**src/hdl/ient_pkg.sv**
```systemverilog
// Purpose: shared constants for the interrupt entry and return sequencer
// Assumes: 16-bit words, byte addressing, word stack in steps of two
// Notes: status field positions are a plain layout for this block
package ient_pkg;
  localparam int IENT_DW = 16;
  localparam logic [15:0] IENT_WORD_STEP = 16'h0002;
  localparam logic [15:0] IENT_SP_RESET = 16'h0000;
  localparam logic [15:0] IENT_PC_RESET = 16'h0000;
  localparam logic [15:0] IENT_PSW_RESET = 16'h0000;
  localparam int IENT_MODE_HI = 15;
  localparam int IENT_MODE_LO = 14;
  localparam int IENT_RSET_BIT = 11;
  localparam int IENT_VEC_W = 9;
  typedef enum logic [3:0] {
    IENT_IDLE = 4'h0,
    IENT_PUSH_PSW = 4'h1,
    IENT_PUSH_PC = 4'h2,
    IENT_FETCH_PC = 4'h3,
    IENT_FETCH_PSW = 4'h4,
    IENT_POP_PC = 4'h5,
    IENT_POP_PSW = 4'h6,
    IENT_RET_PC = 4'h7,
    IENT_CALL_PUSH = 4'h8
  } ient_state_t;
endpackage : ient_pkg

```
**src/hdl/ient_seq.sv**
```systemverilog
// Purpose: sequences interrupt entry, interrupt return, subroutine call linkage and return
// Assumes: memory answers each request with mem_ack_in; requests are taken only when idle
// Notes: one memory access at a time; the stack is plain memory, so nesting depth is bounded only by the 16-bit stack pointer
//   the stack pointer wraps silently at zero; software keeps the stack in range
//   irq_ack_out pulses once per entry, the cycle after the interrupt is taken
//
// Operation
// - on interrupt, push status word then instruction pointer, predecrementing stack pointer
// - after saving, fetch new pointer and status from two adjacent vector words
// - lower vector word loads pointer, following word loads status word
// - loaded status word sets operating mode and register set for the handler
// - vector words are ordinary writable memory, so software controls them
// - interrupt return pops pointer then status, incrementing stack pointer after each
// - subroutine return through the instruction pointer pops top word into it
// - entries and calls nest freely on one last-in-first-out stack
module ient_seq
  import ient_pkg::*;
(
  // clock and reset
  input wire logic clk_sys_in,
  input wire logic reset_in,
  // requests from the instruction sequencer
  input wire logic irq_req_in,
  input wire logic [IENT_VEC_W-1:0] irq_vector_in,
  input wire logic instr_boundary_in,
  input wire logic return_from_interrupt_op_in,
  input wire logic subroutine_call_op_in,
  input wire logic [15:0] call_target_in,
  input wire logic subroutine_return_op_in,
  // memory port
  output logic mem_req_out,
  output logic mem_we_out,
  output logic [15:0] mem_addr_out,
  output logic [15:0] mem_wdata_out,
  input wire logic mem_ack_in,
  input wire logic [15:0] mem_rdata_in,
  // architectural state
  output logic [15:0] next_instruction_pointer_out,
  output logic [15:0] processor_status_word_out,
  output logic [15:0] stack_pointer_register_out,
  output logic [1:0] cur_mode_out,
  output logic reg_set_out,
  output logic busy_out,
  output logic irq_ack_out
);
  ient_state_t state_q, state_d;
  logic [15:0] pc_q, pc_d;
  logic [15:0] psw_q, psw_d;
  logic [15:0] sp_q, sp_d;
  logic [15:0] vec_q, vec_d;
  logic req_q, req_d;
  logic we_q, we_d;
  logic [15:0] addr_q, addr_d;
  logic [15:0] wdata_q, wdata_d;
  logic ack_q, ack_d;

  // next-state logic; each memory step waits for its acknowledge
  always_comb begin
    state_d = state_q;
    pc_d = pc_q;
    psw_d = psw_q;
    sp_d = sp_q;
    vec_d = vec_q;
    req_d = req_q;
    we_d = we_q;
    addr_d = addr_q;
    wdata_d = wdata_q;
    ack_d = 1'b0;
    unique case (state_q)
      // idle: requests are looked at only here, so nothing is queued while busy
      IENT_IDLE: begin
        // interrupt outranks the instruction ops; all only at a boundary
        if (instr_boundary_in && irq_req_in) begin
          // pushes and fetches run as one block; nothing new is taken until idle
          vec_d = {{(16 - IENT_VEC_W){1'b0}}, irq_vector_in};
          sp_d = sp_q - IENT_WORD_STEP;
          addr_d = sp_q - IENT_WORD_STEP;
          wdata_d = psw_q;
          we_d = 1'b1;
          req_d = 1'b1;
          ack_d = 1'b1;
          state_d = IENT_PUSH_PSW;
        end else if (instr_boundary_in && return_from_interrupt_op_in) begin
          // interrupt return: top word is the pointer, status lies above it
          addr_d = sp_q;
          we_d = 1'b0;
          req_d = 1'b1;
          state_d = IENT_POP_PC;
        end else if (instr_boundary_in && subroutine_call_op_in) begin
          // call: pointer is the linkage, target waits in vec_q until the push lands
          sp_d = sp_q - IENT_WORD_STEP;
          addr_d = sp_q - IENT_WORD_STEP;
          wdata_d = pc_q;
          vec_d = call_target_in;
          we_d = 1'b1;
          req_d = 1'b1;
          state_d = IENT_CALL_PUSH;
        end else if (instr_boundary_in && subroutine_return_op_in) begin
          // return through the pointer: one read, one step up
          addr_d = sp_q;
          we_d = 1'b0;
          req_d = 1'b1;
          state_d = IENT_RET_PC;
        end
      end
      // status word is written; next the pointer goes one word lower
      IENT_PUSH_PSW: begin
        if (mem_ack_in) begin
          sp_d = sp_q - IENT_WORD_STEP;
          addr_d = sp_q - IENT_WORD_STEP;
          wdata_d = pc_q;
          state_d = IENT_PUSH_PC;
        end
      end
      // pointer is written; the vector is read only after both pushes
      IENT_PUSH_PC: begin
        if (mem_ack_in) begin
          addr_d = vec_q;
          we_d = 1'b0;
          state_d = IENT_FETCH_PC;
        end
      end
      // lower vector word becomes the handler address
      IENT_FETCH_PC: begin
        if (mem_ack_in) begin
          pc_d = mem_rdata_in;
          addr_d = vec_q + IENT_WORD_STEP;
          state_d = IENT_FETCH_PSW;
        end
      end
      // following word becomes the status, mode and register set with it
      IENT_FETCH_PSW: begin
        if (mem_ack_in) begin
          psw_d = mem_rdata_in;
          req_d = 1'b0;
          state_d = IENT_IDLE;
        end
      end
      // first pop restores the pointer of the interrupted code
      IENT_POP_PC: begin
        if (mem_ack_in) begin
          pc_d = mem_rdata_in;
          sp_d = sp_q + IENT_WORD_STEP;
          addr_d = sp_q + IENT_WORD_STEP;
          state_d = IENT_POP_PSW;
        end
      end
      // second pop restores its status; stack pointer ends four bytes up
      IENT_POP_PSW: begin
        if (mem_ack_in) begin
          psw_d = mem_rdata_in;
          sp_d = sp_q + IENT_WORD_STEP;
          req_d = 1'b0;
          state_d = IENT_IDLE;
        end
      end
      // single pop for a subroutine return
      IENT_RET_PC: begin
        if (mem_ack_in) begin
          pc_d = mem_rdata_in;
          sp_d = sp_q + IENT_WORD_STEP;
          req_d = 1'b0;
          state_d = IENT_IDLE;
        end
      end
      // jump only once the linkage word is safely on the stack
      IENT_CALL_PUSH: begin
        if (mem_ack_in) begin
          pc_d = vec_q;
          req_d = 1'b0;
          state_d = IENT_IDLE;
        end
      end
      // unused codes drop any access and fall back to idle
      default: begin
        req_d = 1'b0;
        state_d = IENT_IDLE;
      end
    endcase
  end

  // registers; reset leaves the sequencer idle with no memory request
  always_ff @(posedge clk_sys_in) begin
    if (reset_in) begin
      state_q <= IENT_IDLE;
      pc_q <= IENT_PC_RESET;
      psw_q <= IENT_PSW_RESET;
      sp_q <= IENT_SP_RESET;
      vec_q <= 16'h0000;
      req_q <= 1'b0;
      we_q <= 1'b0;
      addr_q <= 16'h0000;
      wdata_q <= 16'h0000;
      ack_q <= 1'b0;
    end else begin
      state_q <= state_d;
      pc_q <= pc_d;
      psw_q <= psw_d;
      sp_q <= sp_d;
      vec_q <= vec_d;
      req_q <= req_d;
      we_q <= we_d;
      addr_q <= addr_d;
      wdata_q <= wdata_d;
      ack_q <= ack_d;
    end
  end

  // outputs straight from flip-flops
  assign mem_req_out = req_q;
  assign mem_we_out = we_q;
  assign mem_addr_out = addr_q;
  assign mem_wdata_out = wdata_q;
  assign next_instruction_pointer_out = pc_q;
  assign processor_status_word_out = psw_q;
  assign stack_pointer_register_out = sp_q;
  assign cur_mode_out = psw_q[IENT_MODE_HI:IENT_MODE_LO];
  assign reg_set_out = psw_q[IENT_RSET_BIT];
  assign busy_out = req_q;
  assign irq_ack_out = ack_q;
endmodule : ient_seq

```
**config.mk**
```make
export PLATFORM = sky130hd
export DESIGN_NAME = ient_seq
export DESIGN_NICKNAME = d
export VERILOG_FILES = /design/src/hdl/ient_pkg.sv /design/src/hdl/ient_seq.sv
export SDC_FILE = /design/constraint.sdc
export NUM_CORES = 1
export LEC_CHECK = 0
export ABC_AREA = 1
export BUFFER_PORTS_ARGS = -buffer_cell sky130_fd_sc_hd__buf_2
export CORE_MARGIN = 2
export CORE_UTILIZATION = 25
export DETAILED_ROUTE_END_ITERATION = 6
export PLACE_DENSITY = 0.39
export SLEW_MARGIN = 10
export SYNTH_ARGS = -nofsm -noshare
export SYNTH_HDL_FRONTEND = slang
export SYNTH_SLANG_ARGS = --single-unit
```
**constraint.sdc**
```tcl
create_clock -name clk_sys_in -period 3 [get_ports clk_sys_in]
set_input_delay 0.45 -clock clk_sys_in [delete_from_list [all_inputs] [get_ports clk_sys_in]]
set_output_delay 0.45 -clock clk_sys_in [all_outputs]
set_load 0.05 [all_outputs]
```
# Word-level counts from Yosys, hierarchy flattened

Cells that the tools add are included.

Output and inout port bits: 87
Logic and storage cells: 106
Bits of input ports: 49
Flip-flop bits (word level): 103

Add/sub/neg operators: 3
Reduce and logical (&&, ||, !) cells: 26
Multiplexer cells: 45
Bitwise gates (word level): 2
Equality and inequality tests: 20

Operators by type and width:

| cell                                                                     | count |
|---|---|
| 16-bit two-way mux                                                       | 19 |
| 16-bit one-hot mux with 5 select lines                                   | 1 |
| 16-bit one-hot mux with 2 select lines                                   | 2 |
| 16-bit one-hot mux with 3 select lines                                   | 1 |
| 4-bit two-way mux                                                        | 9 |
| 16-bit by 2-bit adder with 16-bit output (second input constant)         | 2 |
| 4-bit one-hot mux with 6 select lines                                    | 1 |
| 4-bit by 3-bit == test with 1-bit output (second input constant)         | 4 |
| 16-bit by 2-bit subtractor with 16-bit output (second input constant)    | 1 |
| 2-bit inequality test (second input constant)                            | 6 |
| 3-bit AND reduction                                                      | 4 |
| 6-bit AND reduction                                                      | 2 |
| 1-bit two-way mux                                                        | 10 |
| 4-bit by 2-bit == test with 1-bit output (second input constant)         | 2 |
| 2-bit nonzero test                                                       | 4 |
| 4-bit OR reduction                                                       | 2 |
| 2-bit by 1-bit inequality test with 1-bit output (second input constant) | 3 |
| 3-bit inequality test (second input constant)                            | 2 |
| 3-bit OR reduction                                                       | 2 |
| 5-bit inequality test (second input constant)                            | 1 |
| 5-bit AND reduction                                                      | 1 |
| 5-bit nonzero test                                                       | 1 |
| 4-bit by 1-bit == test with 1-bit output (second input constant)         | 1 |
| 4-bit == test (second input constant)                                    | 1 |
| other kinds (9)                                                          | 14 |

# Logic depth before layout (Yosys ltp)

Gate-level depths: netlist (run 1).

Depth after elaboration: 6
Gate-level depth with buffers: 13
Gate-level depth less buffers: 12

# Worst setup path after synthesis (run 1)

Ideal clock, no wire load.

Kind: reg2reg
From: register sp_q[2] (netlist: stack_pointer_register_out[2])
To: register addr_q[5] (netlist: mem_addr_out[5])
Stages on the path, launching flop included: 10
Setup time: 0.118 ns
Required time: 2.882 ns
Period minus slack after synthesis: 1.968 ns
Buffers on the path: 0
Arrival: 1.851 ns
Slack: 1.032 ns
Path through: dfxtp_1 ha_1 inv_1 nor2_1 xor2_1 o21ai_0 nor2_1 nand2_1 nor2_1 nor2_1

Cells in the longest elaborated chain, start to end: 5
Elaborated cells on any way between the ends: 8
Those cells by class: add/sub: 2; mux: 6

Ends and longest elaborated chain:

| what                                          | line                                            | RTL |
|---|---|---|
| start: declaration                            | ient_seq.sv:49                                  | `logic [15:0] sp_q, sp_d;` |
| start signal: assignment                      | ient_seq.sv:199                                 | `sp_q <= sp_d;` |
| 16-bit by 2-bit subtractor with 16-bit output | ient_seq.sv:77, ient_seq.sv:92, ient_seq.sv:110 |  |
| 16-bit two-way mux                            | ient_seq.sv:89                                  | `end else if (instr_boundary_in && subroutine_call_op_in) begin` |
| 16-bit two-way mux                            | ient_seq.sv:83                                  | `end else if (instr_boundary_in && return_from_interrupt_op_in) begin` |
| 16-bit two-way mux                            | ient_seq.sv:73                                  | `if (instr_boundary_in && irq_req_in) begin` |
| 16-bit one-hot mux with 5 select lines (*)    | ient_seq.sv:69                                  | `unique case (state_q)` |
| end signal: assignment                        | ient_seq.sv:203                                 | `addr_q <= addr_d;` |
| end: declaration                              | ient_seq.sv:53                                  | `logic [15:0] addr_q, addr_d;` |

Every way passes the cells marked *; elsewhere a longest branch is shown, timed or not. The select of a mux whose other input is x is not followed.
A chain may end at the register's enable or synchronous reset.

# Worst setup path in the final report (run 1)

From: register state_q[3]
To: register wdata_q[9] (netlist: mem_wdata_out[9])

Cells in the longest elaborated chain, start to end: 3
Elaborated cells on any way between the ends: 8
Those cells by class: eq/ne: 4; mux: 1; reduce/logical: 3

Ends and longest elaborated chain:

| what                                                                        | line            | RTL |
|---|---|---|
| start: declaration                                                          | ient_seq.sv:46  | `ient_state_t state_q, state_d;` |
| start signal: assignment                                                    | ient_seq.sv:196 | `state_q <= state_d;` |
| 4-bit by 1-bit == test with 1-bit output or 4-bit zero test (tied branches) | ient_seq.sv:69  |  |
| 2-bit inequality test (no line) (tied with other cells)                     | --              |  |
| 4-bit AND reduction (no line)                                               | --              |  |
| end signal: assignment                                                      | ient_seq.sv:204 | `wdata_q <= wdata_d;` |
| end: declaration                                                            | ient_seq.sv:54  | `logic [15:0] wdata_q, wdata_d;` |

Parallel ways exist; a longest one is shown, timed or not.

==> flow_summary.ini, run 1 <==
[critical_path]
endpoint_kind = flip-flop
r2r_cells = 10
crit_required_ps = 3270
crit_arrival_ps = 2600
crit_path_start_kind = flip-flop
path_class = flip-flop to flip-flop
critPathMaxFanout = 17

[clock_tree]
h-tree-depth = 3
cts_resized = 0
cts_tree = yes
post_cts_buffers = 0
numCtsBuffers = 9
insertion_delay_ps = 370
numClockSinks = 102
cts_hold_buf = 0
root_buffer = clkbuf_16
cts_buffer_depth = 2
path_clk_slew_ps = 90

[power]
cellPowerDensity_nw_per_um2 = 1240
power.switching_uw = 5360
clockPowerShare = 0.137
finalPower_uw = 9170
internal_power_uw = 3810
peakVddDrop_mv = 0.380
switching_share = 0.585
seqPwrFrac = 0.246
p_leak_uw = 0.00341
pwr-share-comb = 0.617

[floorplan]
rows = 57
die_area_sq_um = 25800
io_pins = 136
core_area_sq_um = 24200
die_y_microns = 161
dieWidth_microns = 161
initial_core_util = 0.253

[sta]
setup_slack_ps = 665
worstMarginPinSlew_ps = 902
rsz0062_at_grt = false
final-setup-viol-count = 0
period_share = 0.778
fin_crit_ps = 2340
fmax_mhz = 428
slew_headroom = 0.399
clock_skew_ps = 15.6
slew_viol_final = 0
final.setup.tns_ps = 0
hold_violations = 0

[global_routing]
antenna_found_initial = 0
grt_pass1_vias = 6394
overflow = 0
grtUsageTotal = 0.187
grt_first_pass_wirelength_microns = 37500
grt_max_degree = 53

[synthesis]
synth-main-ff-cell = dfxtp_1
syn_inst = 1015
synth_nets = 1068
synth_edf_count = 0
ys_seq_area_frac = 0.333
synth_warnings = 0
async_reset_ff_frac = 0
synth_area_per_cell_sq_um = 6.04
syn_area_sq_um = 6130
yosys.cell_types.count = 34
synth_seq_cells = 102

[worst_hold_path]
hp-class = input port to flip-flop
hold_path_depth = 3

[final_layout]
layout_common_cells = 274 x nand2_1, 150 x nor2_1, 134 x buf_2
final_common_cell = nand2_1
fill_cells = 2796
finalCoreUtilization = 0.305
fin_nets = 1177
finalNonFillerCells = 1453
layout-drive-gt1-share = 0.169
area_delta_synth_final_pct = 20.3
n_antenna_cell = 0

[drt]
drtIter0Drc = 507
wl_per_cell_microns = 16.6
routed_wl_microns = 24100
via_per_inst = 4.69
drtPass1Iterations = 5
num_vias = 6821
drc = 0
drtAntennaViolNets = 0

[placed_design]
port-buffer-count = 134
gp_congestion = 0.890
dp.cells = 1437
dpl.hpwl_microns = 18400
post-place-ws_ps = 595

[job]
cap_violations = 0

[outcome]
status = completed
-- power by group through the flow --
stage                     clock, uW  combinational (uW)  sequential (uW)
after CTS                      1300                5670             2260
after global routing           1360                6250             2330
after detailed placement          0                5650             2290
final                          1260                5650             2260
after floorplan                   0                3070             3340
after global placement            0                5680             2290
-- registers in the layout, summed over array words and instances, names as in the netlist --
| name | flops |
|---|---|
| irq_ack_out | 1 |
| mem_we_out | 1 |
| vec_q | 16 |
| busy_out | 1 |
| state_q | 4 |
| stack_pointer_register_out | 15 |
| processor_status_word_out | 16 |
| mem_wdata_out | 16 |
| mem_addr_out | 16 |
| next_instruction_pointer_out | 16 |
-- cell families (layout without fill, tap and decap cells) --
family / after synthesis / count (layout) / synth area share
xor gates and xnor gates: 7 / 7 / 0.0100
other: 1 / 1 / 0.000612
DFF: 102 / 102 / 0.333
buffers and inverters: 145 / 259 / 0.101
and+or+nand+nor: 536 / 536 / 0.362
adders and majority gates: 4 / 4 / 0.00817
AOI/OAI and AO/OA: 220 / 220 / 0.185
-- cell type report --
| class | count | area (sq um) | area share |
|---|---|---|---|
| Clock buffer | 9 | 225 | 0.0306 |
| Clock inverter | 7 | 83.8 | 0.0114 |
| Inverter | 92 | 348 | 0.0472 |
| Multi-Input combinational cell | 768 | 3470 | 0.470 |
| Sequential cell | 102 | 2040 | 0.277 |
| Tap cell | 324 | 405 | 0.0550 |
| Timing Repair Buffer | 151 | 798 | 0.108 |
-- worst paths after layout --
| check | end | startpoint | slack [ps] |
|---|---|---|---|
| worst max-delay path | mem_wdata_out[9]$_SDFFE_PP0P_ | state_q[3]$_SDFFE_PP0P_ | 660 |
| worst min-delay path | vec_q[7]$_SDFFE_PP0P_ | call_target_in[7] | 340 |
| worst max register to register | mem_wdata_out[9]$_SDFFE_PP0P_ | state_q[3]$_SDFFE_PP0P_ | 660 |
| worst min register to register | processor_status_word_out[0]$_SDFFE_PP0P_ | processor_status_word_out[0]$_SDFFE_PP0P_ | 470 |
-- layer usage --
metal / up-vias / part of all wire / global-route usage
met5: - / 0 / 0
met3: 15 / 0.044 / 0.0220
met4: 0 / 0.011 / 0.0438
li1: 3506 / - / -
met1: 3116 / 0.50 / 0.269
met2: 184 / 0.45 / 0.301
-- per-stage QoR --
step	hold slack, ps	instance area, sq um
2_1_floorplan	467	6130
3_3_place_gp	457	7060
3_5_place_dp	457	7060
4_1_cts	331	7370
5_1_grt	351	7370
6_report	341	7370
-- Yosys cell counts, types with 2 or more instances --
| library cell | count | area share |
|---|---|---|
| o21ai_1 | 4 | 0.0033 |
| xor2_1 | 6 | 0.0086 |
| buf_6 | 3 | 0.0055 |
| inv_2 | 6 | 0.0037 |
| nand2_1 | 274 | 0.17 |
| nor2_1 | 150 | 0.092 |
| nand3_2 | 2 | 0.0033 |
| a31oi_1 | 11 | 0.011 |
| nand4_1 | 15 | 0.015 |
| a21oi_1 | 72 | 0.059 |
| nand3_1 | 78 | 0.064 |
| o2111ai_1 | 2 | 0.0029 |
| nand2_2 | 5 | 0.0051 |
| nor3_1 | 3 | 0.0025 |
| o211ai_1 | 2 | 0.0025 |
| nor2_2 | 4 | 0.0041 |
| dfxtp_1 | 102 | 0.33 |
| o21ai_0 | 127 | 0.10 |
| ha_1 | 4 | 0.0082 |
| clkbuf_1 | 26 | 0.016 |
| inv_1 | 85 | 0.052 |
| buf_4 | 8 | 0.0098 |
| buf_2 | 15 | 0.012 |
-- worst max-delay path: stages (launching register included) --
cell and delay [ps]:
dfxtp_1 490, inv_1 100, nand2_1 110, nor2_2 40, buf_4 180, nand2_2 80
nand3_2 100, nor3_4 570, inv_2 320, nor2_1 180, nor2_1 60
(Power assumes the default switching activity.)
==> run 2: changes to the inputs <==
--- a/config.mk
+++ b/config.mk
@@ -10,7 +10,7 @@
 export CORE_MARGIN = 2
 export CORE_UTILIZATION = 25
 export DETAILED_ROUTE_END_ITERATION = 6
-export PLACE_DENSITY = 0.39
+export PLACE_DENSITY = 0.4
 export SLEW_MARGIN = 10
 export SYNTH_ARGS = -nofsm -noshare
 export SYNTH_HDL_FRONTEND = slang
==> constraint.sdc (replaced) <==
create_clock -name clk_sys_in -period 1.9 [get_ports clk_sys_in]
set_input_delay 0.285 -clock clk_sys_in [delete_from_list [all_inputs] [get_ports clk_sys_in]]
set_output_delay 0.285 -clock clk_sys_in [all_outputs]
set_load 0.05 [all_outputs]
==> run 2 against run 1 <==
  * Clock power is 54% higher
  * Largest power group unchanged
  * Largest cell class unchanged
  * Register-to-register slack worse by 460 ps
  * Clock skew is 1.6 ps lower
  * Non-clock buffer count is 27 higher
  * Final cell count is 1.9% higher
  * Routed wire length is 0.37% lower
==> flow_summary.ini, run 2 (same netlist as run 1, synthesis figures left out) <==
[outcome]
status = completed

[clock_tree]
path_clk_slew_ps = 80
cts_tree = yes
h-tree-depth = 3
numClockSinks = 102
root_buffer = clkbuf_16
cts_hold_buf = 0
post_cts_buffers = 0
cts_buffer_depth = 2
numCtsBuffers = 9
cts_resized = 0
insertion_delay_ps = 370

[critical_path]
r2r_cells = 7
crit_arrival_ps = 1960
path_class = flip-flop to flip-flop
cpPeakStageDelay_ps = 370
slowest_stage = dfxtp_2
critPathMaxFanout = 13
crit_path_start_kind = flip-flop
crit_chain = nor2_2, nand2_4, nor3_1, nor3_4, buf_4, o21ai_0, nor2_1
r2r_slack_ps = 200
critPathTopFamily = simple AND/OR/NAND/NOR gates
crit_required_ps = 2160
path_buf_inv = 1
worstReg2RegStart = state_q[1]$_SDFFE_PP0P_
endpoint_kind = flip-flop
rr_endpoint = mem_wdata_out[7]$_SDFFE_PP0P_

[drt]
num_vias = 6957
drtPass1Iterations = 5
drtAntennaViolNets = 0
dr.max_layer_used = met4
met2WireLength_microns = 10800
routed_wl_microns = 24000
via_per_inst = 4.70
dr_wl_met3_microns = 1040
drc = 0
drtIter0Drc = 532
wl_per_cell_microns = 16.2
met1_length_microns = 11700

[sta]
setup_slack_ps = 201
clock_skew_ps = 14.0
rsz0062_at_grt = false
final-setup-viol-count = 0
period_share = 0.894
final.setup.tns_ps = 0
fmax_mhz = 589
hold_violations = 0
fin_crit_ps = 1700
slew_viol_final = 0

[placed_design]
gp_congestion = 0.871
dpl.hpwl_microns = 18900
port-buffer-count = 134
dpl_cell_area_sq_um = 7330
post-place-ws_ps = 58.3

[power]
p_leak_uw = 0.00356
switching_share = 0.571
internal_power_uw = 6370
peakVddDrop_mv = 0.622
pwr-share-comb = 0.635
finalPower_uw = 14900
power.switching_uw = 8490
seqPwrFrac = 0.234
clockPowerShare = 0.130
cellPowerDensity_nw_per_um2 = 1940

[final_layout]
fin_nets = 1204
layout-drive-gt1-share = 0.200
layout_common_cells = 274 x nand2_1, 147 x nor2_1, 134 x buf_2
n_antenna_cell = 0
final_area_sq_um = 7640
area_delta_synth_final_pct = 24.8
finalCoreUtilization = 0.316
final_common_cell = nand2_1

[floorplan]
io_pins = 136
initial_core_util = 0.253
rows = 57
die_area_sq_um = 25800
die_y_microns = 161
core_area_sq_um = 24200
dieWidth_microns = 161

[global_routing]
grt_pass1_vias = 6855
overflow = 0
grt_first_pass_wirelength_microns = 38300
grt_max_degree = 65
antenna_found_initial = 0
grtUsageTotal = 0.190

[worst_hold_path]
worst_hold_path.endpoint = vec_q[1]$_SDFFE_PP0P_
hp-class = input port to flip-flop
hp-start = irq_vector_in[1]
hold_path_depth = 3

[job]
cap_violations = 0
run 2: layout make-up:
cell class,instances,area [sq um]
tap,324,405
timing repair buffer,178,1060
sequential,102,2050
clock buffer,9,225
fill,2805,16500
clock inverter,7,72.6
multi-input combinational,768,3470
inverter,92,350
run 2: metrics by stage:
step           instances  hold WS (ps)
2_1_floorplan       1015           446
3_3_place_gp        1464           450
3_5_place_dp        1464           454
4_1_cts             1480           174
5_1_grt             1480           188
6_report            1480           174
run 2: power by group through the flow:
stage | Combinational [uW] | Clock (uW) | Sequential [uW]
after floorplan | 4850 | 0 | 5280
after global placement | 9410 | 0 | 3540
after detailed placement | 9350 | 0 | 3540
after CTS | 9390 | 2000 | 3490
after global routing | 10400 | 2090 | 3590
final | 9430 | 1940 | 3480
run 2: how the worst max path moves through the flow:
stage / start / end / slack [ps] / depth (start not counted)
after detailed placement: state_q[1]$_SDFFE_PP0P_ / mem_addr_out[9]$_SDFFE_PP0P_ / 60 / 11
after CTS: state_q[1]$_SDFFE_PP0P_ / mem_addr_out[9]$_SDFFE_PP0P_ / 50 / 11
after global placement: state_q[1]$_SDFFE_PP0P_ / mem_addr_out[9]$_SDFFE_PP0P_ / 80 / 11
after global routing: stack_pointer_register_out[7]$_SDFFE_PP0P_ / mem_addr_out[14]$_SDFFE_PP0P_ / 8 / 8
after floorplan: stack_pointer_register_out[6]$_SDFFE_PP0P_ / mem_addr_out[15]$_SDFFE_PP0P_ / 80 / 10
final: state_q[1]$_SDFFE_PP0P_ / mem_wdata_out[7]$_SDFFE_PP0P_ / 200 / 7
run 2: layer usage:
| layer | up-vias | GRT usage |
|---|---|---|
| met3 | 21 | 0.0284 |
| met1 | 3211 | 0.264 |
| met4 | 0 | 0.0569 |
| met5 | - | 0 |
| met2 | 162 | 0.303 |
| li1 | 3563 | - |
run 2: worst min-delay path, stage by stage:
cell and delay [ps]:
buf_2 90, nand2_1 50, a31oi_1 70
